File: config.mk
export PLATFORM = sky130hd
export DESIGN_NAME = branch_skip_condition_unit
export DESIGN_NICKNAME = d
export VERILOG_FILES = /design/src/hdl/branch_pkg.sv /design/src/hdl/decision_if.sv /design/src/hdl/branch_skip_condition_unit.sv /design/src/hdl/cond_eval.sv /design/src/hdl/pc_step.sv
export SDC_FILE = /design/constraint.sdc
export NUM_CORES = 1
export LEC_CHECK = 0
export BUFFER_PORTS_ARGS = -buffer_cell sky130_fd_sc_hd__buf_4
export CAP_MARGIN = 20
export CORE_AREA = 2 2 93 59
export CTS_BUF_LIST = sky130_fd_sc_hd__clkbuf_8
export DETAILED_ROUTE_END_ITERATION = 10
export DIE_AREA = 0 0 95 61
export PLACE_DENSITY = 0.88
export SKIP_CTS_REPAIR_TIMING = 1
export SLEW_MARGIN = 20
export SYNTH_ARGS = -nofsm -noshare
export SYNTH_HDL_FRONTEND = slang
export SYNTH_SLANG_ARGS = --single-unit
File: constraint.sdc
create_clock -name clk_sys -period 4.3 [get_ports clk_sys]
set_clock_uncertainty 0.05 [all_clocks]
set_input_delay 1.075 -clock clk_sys [delete_from_list [all_inputs] [get_ports clk_sys]]
set_output_delay 1.075 -clock clk_sys [all_outputs]
set_load 0.01 [all_outputs]
File: src/hdl/branch_pkg.sv
/*
 * Shared constants and types for the branch and skip condition unit:
 * instruction selector, status flag positions, cycle counts and
 * program counter steps.
 * Assumes nothing of its surroundings; every user names it explicitly.
 */
package branch_pkg;

    // ************************************************************
    // Instruction selector
    // ************************************************************
    typedef enum logic [4:0] {
        SKIP_IO_BIT_CLEAR,
        SKIP_IO_BIT_SET,
        BRANCH_FLAG_SET,
        BRANCH_FLAG_CLEAR,
        BRANCH_EQUAL,
        BRANCH_NOT_EQUAL,
        BRANCH_CARRY_SET,
        BRANCH_CARRY_CLEAR,
        BRANCH_SAME_OR_HIGHER,
        BRANCH_LOWER,
        BRANCH_MINUS,
        BRANCH_PLUS,
        BRANCH_SIGNED_GE,
        BRANCH_SIGNED_LT,
        BRANCH_HALF_CARRY_SET,
        BRANCH_HALF_CARRY_CLEAR,
        BRANCH_TRANSFER_SET,
        BRANCH_TRANSFER_CLEAR
    } op_t;

    // ************************************************************
    // Status flag positions
    // ************************************************************
    localparam logic [2:0] FLAG_C = 3'h0;
    localparam logic [2:0] FLAG_Z = 3'h1;
    localparam logic [2:0] FLAG_N = 3'h2;
    localparam logic [2:0] FLAG_V = 3'h3;
    localparam logic [2:0] FLAG_H = 3'h5;
    localparam logic [2:0] FLAG_T = 3'h6;

    // ************************************************************
    // Cycle counts and program counter steps (in words)
    // ************************************************************
    localparam logic [1:0] CYC_UNTAKEN = 2'h1;
    localparam logic [1:0] CYC_BRANCH = 2'h2;
    localparam logic [1:0] CYC_SKIP_ONE = 2'h2;
    localparam logic [1:0] CYC_SKIP_TWO = 2'h3;
    localparam logic [1:0] STEP_SEQ = 2'h1;
    localparam logic [1:0] STEP_SKIP_ONE = 2'h2;
    localparam logic [1:0] STEP_SKIP_TWO = 2'h3;

    // Default widths and reset values
    localparam int PC_W_DEF = 16;
    localparam int OFS_W_DEF = 7;
    localparam logic RST_FLAG = 1'h0;

endpackage

File: src/hdl/decision_if.sv
/*
 * Carrier between the sequencing core and the condition evaluator.
 * Assumes both ends sit in the same clock domain; it is purely combinational.
 */
`timescale 1ns/1ps
`default_nettype none

interface decision_if;
    branch_pkg::op_t op;
    logic [7:0] flags;
    logic [7:0] io_data;
    logic [2:0] sel;
    logic take;
    logic is_skip;

    modport core (output op, output flags, output io_data, output sel,
                  input take, input is_skip);
    modport eval (input op, input flags, input io_data, input sel,
                  output take, output is_skip);
endinterface

`default_nettype wire

File: src/hdl/branch_skip_condition_unit.sv
/*
 * Branch and skip condition unit of an 8-bit core: evaluates the skip and
 * relative branch conditions, spends the documented cycles, and delivers the
 * new program counter. Status flags are never written.
 * Assumes the fetch logic presents one instruction with instr_valid, holds
 * its fields for that cycle only, and waits for done before relying on
 * pc_next. All inputs are synchronous to clk_sys.
 */
`timescale 1ns/1ps
`default_nettype none

module branch_skip_condition_unit #(
    parameter int PC_W = branch_pkg::PC_W_DEF,
    parameter int OFS_W = branch_pkg::OFS_W_DEF
) (
    input wire logic clk_sys,
    input wire logic rst,
    input wire logic instr_valid,
    input wire branch_pkg::op_t op,
    input wire logic [2:0] sel,
    input wire logic [OFS_W-1:0] offset,
    input wire logic [7:0] io_data,
    input wire logic [7:0] status_flags,
    input wire logic [PC_W-1:0] pc_now,
    input wire logic next_two_word,
    output logic busy,
    output logic done,
    output logic taken,
    output logic flags_we,
    output logic [PC_W-1:0] pc_next
);

    // ************************************************************
    // Elaboration checks
    // ************************************************************
    // The offset must fit inside the counter for the sign extension to hold
    if (PC_W < 8 || PC_W > 24 || OFS_W < 2 || OFS_W >= PC_W) begin : g_bad_width
        $error("branch_skip_condition_unit: unsupported PC_W or OFS_W");
    end

    // ************************************************************
    // Condition evaluation and target
    // ************************************************************
    typedef enum logic {ST_IDLE, ST_EXEC} state_t;

    state_t state;
    state_t next_state;
    logic [1:0] remain;
    logic [1:0] next_remain;
    logic next_busy;
    logic next_done;
    logic next_taken;
    logic next_flags_we;
    logic [PC_W-1:0] next_pc;
    logic [PC_W-1:0] step_target;
    logic [1:0] step_cycles;
    logic accept;

    decision_if dec ();

    // Fields go straight to the evaluator; only the outcome is registered
    assign dec.op = op;
    assign dec.flags = status_flags;
    assign dec.io_data = io_data;
    assign dec.sel = sel;

    cond_eval u_eval (
        .port(dec.eval)
    );

    pc_step #(
        .PC_W(PC_W),
        .OFS_W(OFS_W)
    ) u_step (
        .pc(pc_now),
        .offset(offset),
        .is_skip(dec.is_skip),
        .take(dec.take),
        .two_word(next_two_word),
        .target(step_target),
        .cycles(step_cycles)
    );

    // Requests are only looked at when idle; a busy unit ignores them
    assign accept = instr_valid && (state == ST_IDLE);

    // ************************************************************
    // Sequencer
    // ************************************************************
    // Decision and target are latched at acceptance, so the fetch side may
    // change its fields right after; extra cycles are only waited out
    always_comb begin
        next_state = state;
        next_remain = remain;
        next_busy = busy;
        next_done = 1'b0;
        next_taken = taken;
        next_pc = pc_next;
        next_flags_we = branch_pkg::RST_FLAG;
        case (state)
            ST_IDLE: begin
                if (accept) begin
                    next_taken = dec.take;
                    next_pc = step_target;
                    if (step_cycles == branch_pkg::CYC_UNTAKEN) begin
                        next_done = 1'b1;
                    end else begin
                        next_state = ST_EXEC;
                        next_busy = 1'b1;
                        next_remain = step_cycles - branch_pkg::CYC_BRANCH;
                    end
                end
            end
            ST_EXEC: begin
                if (remain == 2'h0) begin
                    next_state = ST_IDLE;
                    next_busy = 1'b0;
                    next_done = 1'b1;
                end else begin
                    next_remain = remain - 2'h1;
                end
            end
            default: begin
                next_state = ST_IDLE;
                next_busy = 1'b0;
            end
        endcase
    end

    // Registers only; every output comes from here
    always_ff @(posedge clk_sys) begin
        if (rst) begin
            state <= ST_IDLE;
            remain <= 2'h0;
            busy <= branch_pkg::RST_FLAG;
            done <= branch_pkg::RST_FLAG;
            taken <= branch_pkg::RST_FLAG;
            flags_we <= branch_pkg::RST_FLAG;
            pc_next <= '0;
        end else begin
            state <= next_state;
            remain <= next_remain;
            busy <= next_busy;
            done <= next_done;
            taken <= next_taken;
            flags_we <= next_flags_we;
            pc_next <= next_pc;
        end
    end

    // ************************************************************
    // Assertions
    // ************************************************************
    // Helper copies of the accepted fields, read only by the checks below
    logic [PC_W-1:0] acc_pc;
    logic [OFS_W-1:0] acc_ofs;
    logic [PC_W-1:0] rel_target;
    logic [PC_W-1:0] seq_target;

    always_ff @(posedge clk_sys) begin
        if (accept) begin
            acc_pc <= pc_now;
            acc_ofs <= offset;
        end
    end

    assign rel_target = acc_pc + PC_W'($signed(acc_ofs)) + PC_W'(1);
    assign seq_target = acc_pc + PC_W'(1);
endmodule

`default_nettype wire

File: src/hdl/cond_eval.sv
/*
 * Condition evaluator: decides from the selector, the status flags and the
 * addressed I/O value whether the instruction is taken.
 * Assumes inputs are stable in the cycle they are looked at; no state.
 */
`timescale 1ns/1ps
`default_nettype none

module cond_eval (
    decision_if.eval port
);

    // Signed compare outcome, shared by the two signed branches
    logic n_xor_v;
    assign n_xor_v = port.flags[branch_pkg::FLAG_N] ^ port.flags[branch_pkg::FLAG_V];

    // ************************************************************
    // Condition decode
    // ************************************************************
    // Purely combinational; the core registers the outcome
    always_comb begin
        port.take = 1'b0;
        port.is_skip = 1'b0;
        case (port.op)
            branch_pkg::SKIP_IO_BIT_CLEAR: begin
                port.is_skip = 1'b1;
                port.take = !port.io_data[port.sel];
            end
            branch_pkg::SKIP_IO_BIT_SET: begin
                port.is_skip = 1'b1;
                port.take = port.io_data[port.sel];
            end
            branch_pkg::BRANCH_FLAG_SET: port.take = port.flags[port.sel];
            branch_pkg::BRANCH_FLAG_CLEAR: port.take = !port.flags[port.sel];
            branch_pkg::BRANCH_EQUAL: port.take = port.flags[branch_pkg::FLAG_Z];
            branch_pkg::BRANCH_NOT_EQUAL: port.take = !port.flags[branch_pkg::FLAG_Z];
            branch_pkg::BRANCH_CARRY_SET,
            branch_pkg::BRANCH_LOWER: port.take = port.flags[branch_pkg::FLAG_C];
            branch_pkg::BRANCH_CARRY_CLEAR,
            branch_pkg::BRANCH_SAME_OR_HIGHER: port.take = !port.flags[branch_pkg::FLAG_C];
            branch_pkg::BRANCH_MINUS: port.take = port.flags[branch_pkg::FLAG_N];
            branch_pkg::BRANCH_PLUS: port.take = !port.flags[branch_pkg::FLAG_N];
            branch_pkg::BRANCH_SIGNED_GE:
                port.take = !n_xor_v;
            branch_pkg::BRANCH_SIGNED_LT:
                port.take = n_xor_v;
            branch_pkg::BRANCH_HALF_CARRY_SET: port.take = port.flags[branch_pkg::FLAG_H];
            branch_pkg::BRANCH_HALF_CARRY_CLEAR:
                port.take = !port.flags[branch_pkg::FLAG_H];
            branch_pkg::BRANCH_TRANSFER_SET: port.take = port.flags[branch_pkg::FLAG_T];
            branch_pkg::BRANCH_TRANSFER_CLEAR: port.take = !port.flags[branch_pkg::FLAG_T];
            default: port.take = 1'b0;
        endcase
    end

endmodule

`default_nettype wire

File: src/hdl/pc_step.sv
/*
 * Program counter step: next address and cycle cost of a decided
 * instruction. Addresses are in words and wrap at the counter width.
 * Assumes the decision comes from the condition evaluator in the same cycle.
 */
`timescale 1ns/1ps
`default_nettype none

module pc_step #(
    parameter int PC_W = branch_pkg::PC_W_DEF,
    parameter int OFS_W = branch_pkg::OFS_W_DEF
) (
    input wire logic [PC_W-1:0] pc,
    input wire logic [OFS_W-1:0] offset,
    input wire logic is_skip,
    input wire logic take,
    input wire logic two_word,
    output logic [PC_W-1:0] target,
    output logic [1:0] cycles
);

    // Widens a small step to the counter width
    function automatic logic [PC_W-1:0] widen(input logic [1:0] step);
        return PC_W'(step);
    endfunction

    // ************************************************************
    // Target and cost
    // ************************************************************
    // Offset is signed two's complement; the sum wraps like the real counter
    always_comb begin
        if (!take) begin
            target = pc + widen(branch_pkg::STEP_SEQ);
            cycles = branch_pkg::CYC_UNTAKEN;
        end else if (is_skip && two_word) begin
            target = pc + widen(branch_pkg::STEP_SKIP_TWO);
            cycles = branch_pkg::CYC_SKIP_TWO;
        end else if (is_skip) begin
            target = pc + widen(branch_pkg::STEP_SKIP_ONE);
            cycles = branch_pkg::CYC_SKIP_ONE;
        end else begin
            target = pc + PC_W'($signed(offset)) + widen(branch_pkg::STEP_SEQ);
            cycles = branch_pkg::CYC_BRANCH;
        end
    end

endmodule

`default_nettype wire

-- After elaboration in Yosys (flattened, before gate mapping)
Cells that the tools add are included.
- flip-flop bits (word level): 22
- bits in latches: 0
- memory bits (writable): 0
- memory bits (read-only): 0
- output and inout bits: 20
- word-level logic and storage cells: 83
- memories kept: 0
- add/sub/neg operators: 7
- multipliers: 0
- divide/modulo/power cells: 0
- order comparisons: 1
- equality and inequality tests: 22
- shifts and indexed selects: 0
- muxes and demuxes: 27
- bitwise logic cells: 2
- reductions and logical operators: 18
- operators by type and width (cell ; number):
    2-to-1 mux 16 bit ; 3
    equality test 5 x 4 -> 1 bit, second input constant ; 8
    adder 16 x 1 -> 16 bit, second input constant ; 2
    adder 16 x 2 -> 16 bit, second input constant ; 2
    equality test 5 x 3 -> 1 bit, second input constant ; 4
    adder 16 bit ; 1
    one-hot mux 1 bit (16 select lines) ; 1
    2-to-1 mux 1 bit ; 13
    equality test 5 x 2 -> 1 bit, second input constant ; 2
    equality test 5 bit, second input constant ; 2
    logical NOT 1 bit ; 8
    2-to-1 mux 2 bit ; 4
    binary-select mux 1 bit (select 3 bit) ; 2
    inequality test 2 bit, second input constant ; 3
    one-hot mux 1 bit (2 select lines) ; 3
    AND reduction 3 bit ; 2
    OR reduction 2 bit ; 3
    equality test 5 x 1 -> 1 bit, second input constant ; 1
    logical NOT 5 bit ; 1
    less-than comparator 3 x 4 -> 1 bit, second input constant ; 1
    one-hot mux 2 bit (2 select lines) ; 1
    equality test 2 x 1 -> 1 bit, second input constant ; 1
    logical AND 1 bit ; 2
    logical NOT 2 bit ; 1
    6 further kinds ; 6

-- Logic depth before layout (Yosys ltp)
Gate-level depths: netlist of run 1.
- depth after elaboration: 10
- depth in mapped cells: 11

-- By module
From an unflattened synthesis of run 1, not the netlist that was laid out.
- cells, all modules: 417
- area total of the unflattened synthesis: 3067.9 µm²
- by module, submodules not included (module ; instances ; cells each ; area an instance (µm²) ; sequential area each (µm²)):
    pc_step ; 1 ; 272 ; 1871.8 ; 0.0
    branch_skip_condition_unit ; 1 ; 104 ; 845.8 ; 440.4
    cond_eval ; 1 ; 41 ; 350.3 ; 0.0

-- Least setup slack after synthesis of run 1
OpenSTA, ideal clock, no wires.
- path type: input to register
- from: in pc_now[0]
- to: reg pc_next[10]
- arrival time: 3.097 ns
- data required time: 4.133 ns
- path slack: 1.036 ns
- cell stages on the path: 11
- path buffers: 0
- path through: inv_1 > ha_1 > inv_1 > fa_1 > a211oi_1 > o21ai_0 > nand3_1 > nand2_1 > a211o_1 > a311o_1 > a32o_1
- longest elaborated chain between the ends: 5
- elaborated cells between the ends (all ways): 8
- those cells by class: add/sub (5); mux (3)
- RTL lines (element ; line ; RTL):
    start: declaration ; branch_skip_condition_unit.sv:24 ; input wire logic [PC_W-1:0] pc_now,
    adder 16 bit ; pc_step.sv:42 ; target = pc + PC_W'($signed(offset)) + widen(branch_pkg::STEP_SEQ);
    adder 16 x 1 -> 16 bit ; pc_step.sv:42 ;
    2-to-1 mux 16 bit ; pc_step.sv:38 ; end else if (is_skip) begin
    2-to-1 mux 16 bit ; pc_step.sv:35 ; end else if (is_skip && two_word) begin
    2-to-1 mux 16 bit * ; pc_step.sv:32 ; if (!take) begin
    end signal: assignment ; branch_skip_condition_unit.sv:147 ; pc_next <= next_pc;
    end: declaration ; branch_skip_condition_unit.sv:30 ; output logic [PC_W-1:0] pc_next
Mark *: on every way between the ends. The rest lies on a longest branch, timed or not.
A chain may end at the register's enable or synchronous reset.

-- Worst setup path after layout of run 1
- from: in sel[0]
- to: reg pc_next[4]
- longest elaborated chain between the ends: 5
- elaborated cells between the ends (all ways): 8
- those cells by class: mux (6); reduce/logical (2)
- RTL lines (element ; line ; RTL):
    start: declaration ; branch_skip_condition_unit.sv:20 ; input wire logic [2:0] sel,
    binary-select mux 1 bit (select 3 bit) (on tied branches) ; - ;
    2-to-1 mux 1 bit (on tied branches) ; - ;
    logical NOT 1 bit (on tied branches) ; cond_eval.sv:34, cond_eval.sv:27 ;
    one-hot mux 1 bit (16 select lines) * ; cond_eval.sv:24 ; case (port.op)
    2-to-1 mux 16 bit * ; pc_step.sv:32 ;
Mark *: on every way between the ends. The rest lies on a longest branch, timed or not. The select of a mux whose other input is x is not followed.

==> impl_metrics.csv, run 1 <==
group,metric,value,unit
outcome,status,"finished clean",
route,routedWlPerCell,17.20,um
clock_network,cts_tree,"done",
timing,period_needed,3.419,ns
power,ir_worst_vdd,132.8,uV
route,via_count,3176,
timing,tightestPinTransition,0.5311,ns
placement,hpwl,6848,um
die,dieArea,5795,um2
global_routing,antenna_found_initial,0,
die,core_region_area,4930,um2
global_routing,grt_pass1_wl,14240,um
yosys,syn_avg_cell_area,7.705,um2
critical_path,cp-end-kind,"register",
yosys,yosysWarnings,0,
die,ios,71,
min_path,worst_hold_path_type,"reg -> reg",
route,first_pass_iters,5,
yosys,async_flop_share,0,%
yosys,synth_area_leader_cell,"dfxtp_1",
final_layout,area_growth,20.17,%
die,start_util,59.39,%
clock_network,cts_sinks,22,
yosys,synth_flop_cell,"dfxtp_1",
critical_path,startpoint_type,"input pin",
critical_path,cp.required,4.42,ns
clock_network,root_buffer,"clkbuf_8",
yosys,synth.top_cells.by_count,"nand2_1 (38), nor2_1 (33), dfxtp_1 (22)",
power,power.density,232.9,nW/um2
placement,place.gp.congestion,0.9769,
route,drc,0,
timing,post-route-period-util,79.51,%
final_layout,nNetsFinal,511,
power,power.leakage,1.480,nW
timing,finalSetupViolations,0,
clock_network,cts_buffers,3,
yosys,synth_cell_types,77,
critical_path,critical_path_arrival,3.54,ns
placement,portBuffers,69,
yosys,ys_seq_area_share,15.04,%
final_layout,drive_gt1_share,22.83,%
global_routing,grt_pass1_vias,2893,
timing,tns,0,ns
global_routing,groute.usage.overall,31.38,%
route,drt-initial-drc-count,279,
run,maxCapViolCount,0,
yosys,ys_top_cells_by_area,"dfxtp_1 (15%), ha_1 (8.5%), xor2_1 (5.1%), nand2_1 (4.9%), xnor2_1 (4.5%)",
clock_network,clk-insertion-delay-late,0.26,ns
die,die_w,95,um
yosys,synth_most_common_cell,"nand2_1",
yosys,synth_edf_count,0,
die,num_rows,20,
global_routing,gr-total-overflow,0,
yosys,syn_inst,380,
critical_path,crit_start,"sel[0]",
clock_network,clkTransAtPathRegs,0.09,ns
global_routing,grt_max_degree,20,
timing,rsz0062_at_grt,"false",
timing,setup_slack,0.8809,ns
die,die_height,61,um
route,via_per_inst,6.302,
route,finalWirelength,8671,um
timing,hold_viol,0,
clock_network,ctsLongestPathBuffers,2,
yosys,syn-cell-area,2928,um2
yosys,synth_fp_nets,452,
placement,dpl_worst_slack,0.6483,ns
clock_network,htreeDepth,1,
min_path,min_from,"pc_next[3]",
timing,report.final.slew_viol_count,0,
route,drtAntennaViolNets,0,
critical_path,crit-reg2reg-launch,"state",
yosys,ys_seq_elements,22,
final_layout,fill_cells,418,
timing,fmax,292.5,MHz
critical_path,critical_path_class,"in -> reg",
yosys,synth_top_cell_area_share,15.04,%
timing,max_slew_margin,63.68,%
final_layout,n_antenna_cell,0,
critical_path,crit_path_max_fanout,10,
per-layer routing:
metal  vias to the layer above  routed length [um]  track usage (%)
met1                      1457                4064            46.04
li1                       1535                   -                -
met4                         0                  74            5.797
met3                        16                 961            8.075
met5                         -                   0                0
met2                       168                3571            47.01
kinds of logic after synthesis:
kind of cell / count (synthesis) / synth area share (%)
DFF: 22 / 15.04
muxes: 8 / 5.513
adders and majority gates: 21 / 9.231
AOI/OAI and AO/OA: 107 / 26.62
other: 1 / 0.1281
xor gates and xnor gates: 32 / 9.573
and+or+nand+nor: 152 / 27.14
buffers and inverters: 37 / 6.752
worst max-delay path, cell delays in order:
cell and delay, ns:
buf_4 0.12, mux4_1 0.59, mux2i_2 0.25, mux2i_4 0.38, nand3_1 0.14, buf_4 0.21
o311ai_0 0.33, o31ai_1 0.14, a311oi_1 0.30
cell type report:
type                            count  area [um2]  share of cell area (%)
Inverter                           13       48.80                   1.387
Clock buffer                        3       41.29                   1.174
Sequential cell                    22       440.4                   12.52
Tap cell                           66       82.58                   2.347
Timing Repair Buffer               78       585.6                   16.64
Multi-Input combinational cell    321        2290                   65.08
Clock inverter                      1       30.03                  0.8535
report_power, final:
group / internal (mW) / leakage (nW) / switching [mW]
sequential: 0.223 / 0.181 / 0.0107
combinational: 0.175 / 1.26 / 0.212
clock: 0.124 / 0.0357 / 0.0738
total: 0.523 / 1.48 / 0.297
registers in the layout (all words and copies together), names as in the netlist:
| register | count |
|---|---|
| state | 1 |
| done | 1 |
| busy | 1 |
| pc_next | 16 |
| taken | 1 |
| remain | 2 |
worst paths after layout:
check                                  end  slack, ns  cells past startpoint
worst max-delay path            pc_next[4]       0.88                      9
worst min-delay path            pc_next[3]       0.41                      2
worst max register to register  pc_next[1]       2.62                      4
worst min register to register  pc_next[3]       0.41                      2
through the flow:
step	utilization (%)	hold WS [ns]	total power, mW	cells	area [um2]
finish	71.37	0.4119	0.8196	504	3518
global placement	69.92	0.3933	0.6076	500	3447
global route	71.37	0.4276	0.8670	504	3518
floorplan	-	0.3908	0.4900	380	2928
CTS	71.37	0.4120	0.8125	504	3518
detailed placement	69.92	0.3999	0.6158	500	3447
layout by cell type (no fill, tap or decap), drive strengths merged, types with 4 or more instances in the layout:
master / instances
a2111oi: 6
a211oi: 5
a21o: 6
a21oi: 21
a31oi: 7
and2: 4
and3: 7
buf: 78
dfxtp: 22
ha: 20
inv: 13
mux2i: 4
mux4: 4
nand2: 39
nand2b: 6
nand3: 16
nand4: 5
nor2: 34
nor2b: 7
nor3: 13
nor4: 5
o211ai: 6
o21ai: 18
o311ai: 4
xnor2: 15
xor2: 17
Note: power is estimated with default switching activity, not from simulation.
==> run 2, diff against run 1 <==
--- a/config.mk
+++ b/config.mk
@@ -7,11 +7,11 @@
 export LEC_CHECK = 0
 export BUFFER_PORTS_ARGS = -buffer_cell sky130_fd_sc_hd__buf_4
 export CAP_MARGIN = 20
-export CORE_AREA = 2 2 93 59
+export CORE_AREA = 2 2 97 62
 export CTS_BUF_LIST = sky130_fd_sc_hd__clkbuf_8
 export DETAILED_ROUTE_END_ITERATION = 10
-export DIE_AREA = 0 0 95 61
-export PLACE_DENSITY = 0.88
+export DIE_AREA = 0 0 99 64
+export PLACE_DENSITY = 0.81
 export SKIP_CTS_REPAIR_TIMING = 1
 export SLEW_MARGIN = 20
 export SYNTH_ARGS = -nofsm -noshare
==> constraint.sdc (replaced) <==
create_clock -name clk_sys -period 3.35 [get_ports clk_sys]
set_clock_uncertainty 0.05 [all_clocks]
set_input_delay 0.8375 -clock clk_sys [delete_from_list [all_inputs] [get_ports clk_sys]]
set_output_delay 0.8375 -clock clk_sys [all_outputs]
set_load 0.01 [all_outputs]
==> run 2 against run 1 <==
Clock power is 27% higher; first-iteration DRC count rose by 26%; sequential share of layout area decreased by 0.17 points; sequential cell count is the same; global-route usage decreased by 3.4 points; register-to-register slack got worse by 1.0 ns; largest cell class unchanged.
==> impl_metrics.csv, run 2 (synthesis gave the netlist of run 1 again) <==
group,metric,value,unit
outcome,status,"finished clean",
timing,post-route-period-util,92.01,%
power,clkPwrFrac,23.8,%
clock_network,ctsLongestPathBuffers,2,
power,ir_worst_vdd,182.2,uV
final_layout,area_growth,21.84,%
global_routing,grt_pass1_vias,2999,
timing,tns,0,ns
power,power.density,296.0,nW/um2
global_routing,grt_max_degree,19,
critical_path,critical_path_arrival,3.20,ns
die,core_region_area,5386,um2
critical_path,cp-end-kind,"register",
min_path,min_from,"pc_next[6]",
placement,hpwl,6850,um
clock_network,htreeDepth,1,
critical_path,critPathBufInv,3,
run,maxCapViolCount,0,
timing,finalSetupViolations,0,
die,die_height,64,um
power,power.leakage,1.509,nW
die,num_rows,21,
critical_path,max_stage_delay,0.42,ns
final_layout,layout_commonest_cell,"buf_4",
critical_path,crit_family,"compound AO/OA/AOI/OAI gates",
final_layout,regMostFlops,"pc_next",
final_layout,drive_gt1_share,23.87,%
timing,period_needed,3.082,ns
final_layout,n_antenna_cell,0,
route,drtAntennaViolNets,0,
timing,tightestPinTransition,0.5970,ns
placement,place.gp.congestion,0.9083,
power,p_sw_share,35.95,%
route,routedWlPerCell,17.14,um
final_layout,largestRegisters,"pc_next x16, remain x2",
critical_path,critical_path_class,"in -> reg",
route,via_count,3266,
final_layout,final_cell_mix,"buf_4 (84), nand2_1 (38), nor2_1 (33)",
critical_path,crit_chain,"buf_4, inv_1, ha_1, inv_1, fa_1, a211oi_1, o21ai_0, nand3_1, nand2_1, a211o_1, a311o_1, a32o_1",
route,finalWirelength,8793,um
critical_path,startpoint_type,"input pin",
power,pwr-share-comb,47.8,%
global_routing,grt_pass1_wl,14750,um
critical_path,crit_start,"pc_now[0]",
placement,dp_cells,509,
final_layout,largest_register_ffs,16,
final_layout,fill_cells,468,
final_layout,nNetsFinal,517,
die,die_w,99,um
final_layout,finalNonFillerCells,513,
timing,rsz0062_at_grt,"false",
route,drt-initial-drc-count,352,
clock_network,root_buffer,"clkbuf_8",
critical_path,cp.required,3.46,ns
critical_path,crit_path_max_fanout,3,
power,switchingPower,0.3796,mW
critical_path,crit-reg2reg-launch,"state",
die,ios,71,
clock_network,cts_sinks,22,
critical_path,slowest_stage,"fa_1",
clock_network,cts_buffers,3,
die,start_util,54.36,%
clock_network,cts_tree,"done",
timing,max_slew_margin,59.84,%
route,via_per_inst,6.366,
power,p_seq_share,28.5,%
global_routing,antenna_found_initial,0,
power,p_int,0.6763,mW
timing,hold_viol,0,
timing,fmax,324.4,MHz
timing,report.final.slew_viol_count,0,
critical_path,cpMostUsedCell,"inv_1",
die,dieArea,6336,um2
clock_network,clk-insertion-delay-late,0.26,ns
global_routing,groute.usage.overall,27.95,%
clock_network,clkTransAtPathRegs,0.08,ns
global_routing,gr-total-overflow,0,
route,first_pass_iters,5,
min_path,worst_hold_path_type,"reg -> reg",
placement,portBuffers,69,
route,drc,0,
[run 2: cell count changes in the layout (fill, tap and decap cells not counted)]
cell   change
buf_4      +6
[run 2: final timing paths]
path / endpoint / slack (ns) / cells past startpoint
max: pc_next[10] / 0.27 / 12
max reg2reg: pc_next[1] / 1.58 / 4
min: pc_next[6] / 0.41 / 2
min reg2reg: pc_next[6] / 0.41 / 2
[run 2: metal layers]
metal | vias up | GRT usage (%) | share of wire, %
li1 | 1555 | - | -
met2 | 163 | 41.05 | 41
met1 | 1535 | 43.88 | 50
met5 | - | 0 | 0
met4 | 0 | 4.110 | 1.0
met3 | 13 | 3.720 | 8.0
[run 2: power by group through the flow]
stage | clock network [mW] | logic (mW) | registers, mW
floorplan | 0 | 0.313 | 0.316
global placement | 0 | 0.483 | 0.306
detailed placement | 0 | 0.491 | 0.306
CTS | 0.253 | 0.494 | 0.300
global route | 0.263 | 0.551 | 0.304
finish | 0.251 | 0.504 | 0.301
[run 2: tightest hold or removal path: stages (launching register included)]
cell,delay [ns]
dfxtp_1,0.32
nand2_1,0.05
a21oi_1,0.05
[run 2: per-stage QoR]
step	cell area, um2	worst slack, ns	hold WS, ns	power, mW	utilization, %
2_1_floorplan	2928	0.3234	0.3908	0.6290	-
3_3_place_gp	3496	0.03654	0.3959	0.7885	64.90
3_5_place_dp	3496	0.002662	0.3977	0.7975	64.90
4_1_cts	3567	0.2893	0.4092	1.047	66.23
5_1_grt	3567	0.07964	0.4474	1.118	66.23
6_report	3567	0.2677	0.4098	1.056	66.23
[run 2: area by class of cell]
cell class	count	area [um2]	area share, %
inverters	13	48.80	1.368
clock buffers	3	41.29	1.157
well taps	69	86.33	2.420
flip-flops and latches	22	440.4	12.35
clock inverters	1	30.03	0.8418
multi-input cells	321	2290	64.19
repair buffers	84	630.6	17.68
==> run 3, diff against run 2 <==
--- a/config.mk
+++ b/config.mk
@@ -7,13 +7,15 @@
 export LEC_CHECK = 0
 export BUFFER_PORTS_ARGS = -buffer_cell sky130_fd_sc_hd__buf_4
 export CAP_MARGIN = 20
-export CORE_AREA = 2 2 97 62
+export CORE_AREA = 2 2 98 62
 export CTS_BUF_LIST = sky130_fd_sc_hd__clkbuf_8
 export DETAILED_ROUTE_END_ITERATION = 10
-export DIE_AREA = 0 0 99 64
-export PLACE_DENSITY = 0.81
+export DIE_AREA = 0 0 100 64
+export PLACE_DENSITY = 0.83
+export RECOVER_POWER = 100
 export SKIP_CTS_REPAIR_TIMING = 1
 export SLEW_MARGIN = 20
 export SYNTH_ARGS = -nofsm -noshare
 export SYNTH_HDL_FRONTEND = slang
+export SYNTH_HIERARCHICAL = 1
 export SYNTH_SLANG_ARGS = --single-unit
==> run 3 against run 2 <==
Sequential cell count is the same; cell count rose by 7.6%; total power is 7.7% higher; global-route usage fell by 0.30 points; non-clock buffer count rose by 5; maximum frequency fell by 3.1%; highest routed layer unchanged; sequential share of layout area shrank 0.37 points.
==> impl_metrics.csv, run 3 <==
group,metric,value,unit
route,finalWirelength,8663,um
yosys,syn_avg_cell_area,7.357,um2
yosys,synth_fp_nets,489,
final_layout,largestRegisters,"pc_next x16, remain x2",
critical_path,critical_path_class,"in -> reg",
clock_network,htreeDepth,1,
timing,tightestPinTransition,0.7287,ns
power,p_sw_share,38.02,%
placement,place.gp.congestion,0.9677,
power,power.density,309.3,nW/um2
timing,period_needed,3.182,ns
route,routedWlPerCell,15.69,um
power,power.leakage,1.479,nW
final_layout,utilization,67.26,%
die,dieArea,6400,um2
run,maxCapViolCount,0,
timing,finalSetupViolations,0,
final_layout,final_cell_mix,"buf_4 (69), nand2_1 (67), a21oi_1 (42)",
clock_network,cts_buffers,3,
yosys,synth_flop_cell,"dfxtp_1",
yosys,synth_edf_count,0,
global_routing,grt_pass1_vias,3088,
yosys,synth_cell_types,85,
die,start_util,56.14,%
yosys,async_flop_share,0,%
power,switchingPower,0.4323,mW
die,ios,71,
yosys,ys_seq_area_share,14.36,%
final_layout,area_growth,19.82,%
yosys,synth.top_cells.by_count,"nand2_1 (67), a21oi_1 (42), nor2_1 (25)",
critical_path,startpoint_type,"input pin",
critical_path,reg2reg_slack,1.81,ns
critical_path,crit_path_max_fanout,20,
power,p_int,0.7047,mW
global_routing,grt_max_degree,23,
final_layout,regMostFlops,"pc_next",
critical_path,critical_path_arrival,3.33,ns
global_routing,use_met3,3.392,%
yosys,syn-cell-area,3068,um2
yosys,ys_top_cells_by_area,"dfxtp_1 (14%), nand2_1 (8.2%), ha_1 (8.2%), a21oi_1 (6.9%), xnor2_1 (5.4%)",
final_layout,layout_commonest_cell,"buf_4",
yosys,synth_area_leader_cell,"dfxtp_1",
power,p_seq_share,26.9,%
die,core_region_area,5465,um2
route,via_per_inst,6.087,
clock_network,cts_sinks,22,
clock_network,clk-insertion-delay-late,0.26,ns
clock_network,ctsLongestPathBuffers,2,
global_routing,antenna_found_initial,0,
global_routing,grt_pass1_wl,14600,um
final_layout,nNetsFinal,556,
final_layout,drive_gt1_share,22.98,%
global_routing,grt.busiest_layer,"met2",
critical_path,crit_chain,"buf_4, mux2i_1, mux4_2, xnor2_1, a221oi_1, o211ai_1, buf_4, nor3_2, a21oi_1, nor3_2, a221oi_2, a21oi_2, nand2_1, a21oi_1",
die,die_w,100,um
critical_path,cp.required,3.50,ns
clock_network,cts_tree,"done",
clock_network,root_buffer,"clkbuf_8",
yosys,synth_top_cell_area_share,14.36,%
min_path,worst_hold_path_type,"reg -> reg",
die,num_rows,21,
yosys,synth_most_common_cell,"nand2_1",
power,ir_worst_vdd,203.6,uV
clock_network,clkTransAtPathRegs,0.08,ns
route,drtAntennaViolNets,0,
critical_path,max_stage_delay,0.48,ns
critical_path,slowest_stage,"mux4_2",
yosys,ys_seq_elements,22,
global_routing,gr-total-overflow,0,
timing,post-route-period-util,94.99,%
critical_path,cp-end-kind,"register",
die,die_height,64,um
power,pwr-share-comb,51.2,%
global_routing,groute.usage.overall,27.64,%
final_layout,largest_register_ffs,16,
yosys,syn_inst,417,
route,first_pass_iters,5,
timing,fmax,314.3,MHz
yosys,yosysWarnings,6,
route,drt-initial-drc-count,407,
route,drc,0,
timing,rsz0062_at_grt,"true",
power,clkPwrFrac,21.9,%
timing,max_slew_margin,51.42,%
placement,portBuffers,69,
global_routing,met1_usage,41.01,%
power,total_power,1.137,mW
timing,hold_ws,0.4033,ns
global_routing,use_met2,43.50,%
outcome,status,"finished clean",
timing,report.final.slew_viol_count,0,
placement,hpwl,6883,um
final_layout,n_antenna_cell,0,
timing,hold_viol,0,
route,via_count,3360,
run 3: changes by cell type after synthesis, moves of 5 or more:
cell     change
mux2i_1      +8
o21ai_1      +5
nand2_1     +29
nor2_1       -8
a21oi_1     +21
and3_1       -6
xor2_1      -14
run 3: worst paths after layout:
path / startpoint / endpoint / cells after the start
setup / recovery: sel[1] / pc_next[10] / 14
hold reg to reg: remain[0] / remain[0] / 1
hold / removal: remain[0] / remain[0] / 1
setup reg to reg: state / done / 3
run 3: cell type report:
cell class / count / area [um2]
Fill cell: 500 / 1789
Sequential cell: 22 / 440.4
Timing Repair Buffer: 89 / 609.3
Clock buffer: 3 / 41.29
Tap cell: 69 / 86.33
Clock inverter: 1 / 30.03
Inverter: 16 / 60.06
Multi-Input combinational cell: 352 / 2409
run 3: critical path: cells and delay by family:
kind | cells | cell delay (ns)
compound gates | 6 | 0.88
simple gates | 3 | 0.49
buf+inv | 2 | 0.40
xor+xnor | 1 | 0.14
mux | 2 | 0.59
run 3: per-stage QoR:
| stage | setup slack (ns) | instances | TNS [ns] | instance area, um2 |
|---|---|---|---|---|
| finish | 0.1680 | 552 | 0 | 3676 |
| global route | -0.01089 | 552 | -0.01089 | 3676 |
| CTS | 0.1332 | 552 | 0 | 3742 |
| detailed placement | -0.1272 | 548 | -0.3264 | 3671 |
| global placement | -0.004887 | 548 | -0.004887 | 3671 |
| floorplan | 0.02765 | 417 | 0 | 3072 |
run 3: logic make-up (layout without fill, tap and decap cells):
group                      after synthesis  after routing  synth area share [%]
other                                    1              1                0.1222
buffers and inverters                   43            109                 7.626
muxes                                   14             14                 5.465
AOI/OAI and AO/OA                      133            133                 30.30
xor gates and xnor gates                22             22                 6.281
and+or+nand+nor                        161            161                 27.04
adders and majority gates               21             21                 8.809
DFF                                     22             22                 14.36
run 3: power by group through the flow:
| stage | registers [mW] | logic, mW | clock network, mW |
|---|---|---|---|
| global route | 0.310 | 0.642 | 0.261 |
| detailed placement | 0.313 | 0.587 | 0 |
| floorplan | 0.323 | 0.377 | 0 |
| CTS | 0.307 | 0.591 | 0.250 |
| finish | 0.306 | 0.582 | 0.249 |
| global placement | 0.312 | 0.573 | 0 |
run 3: layer usage:
| metal | part of all wire [%] | vias to the layer above |
|---|---|---|
| met1 | 49 | 1550 |
| met3 | 7.4 | 12 |
| li1 | - | 1653 |
| met2 | 43 | 145 |
| met5 | 0 | - |
| met4 | 1.2 | 0 |
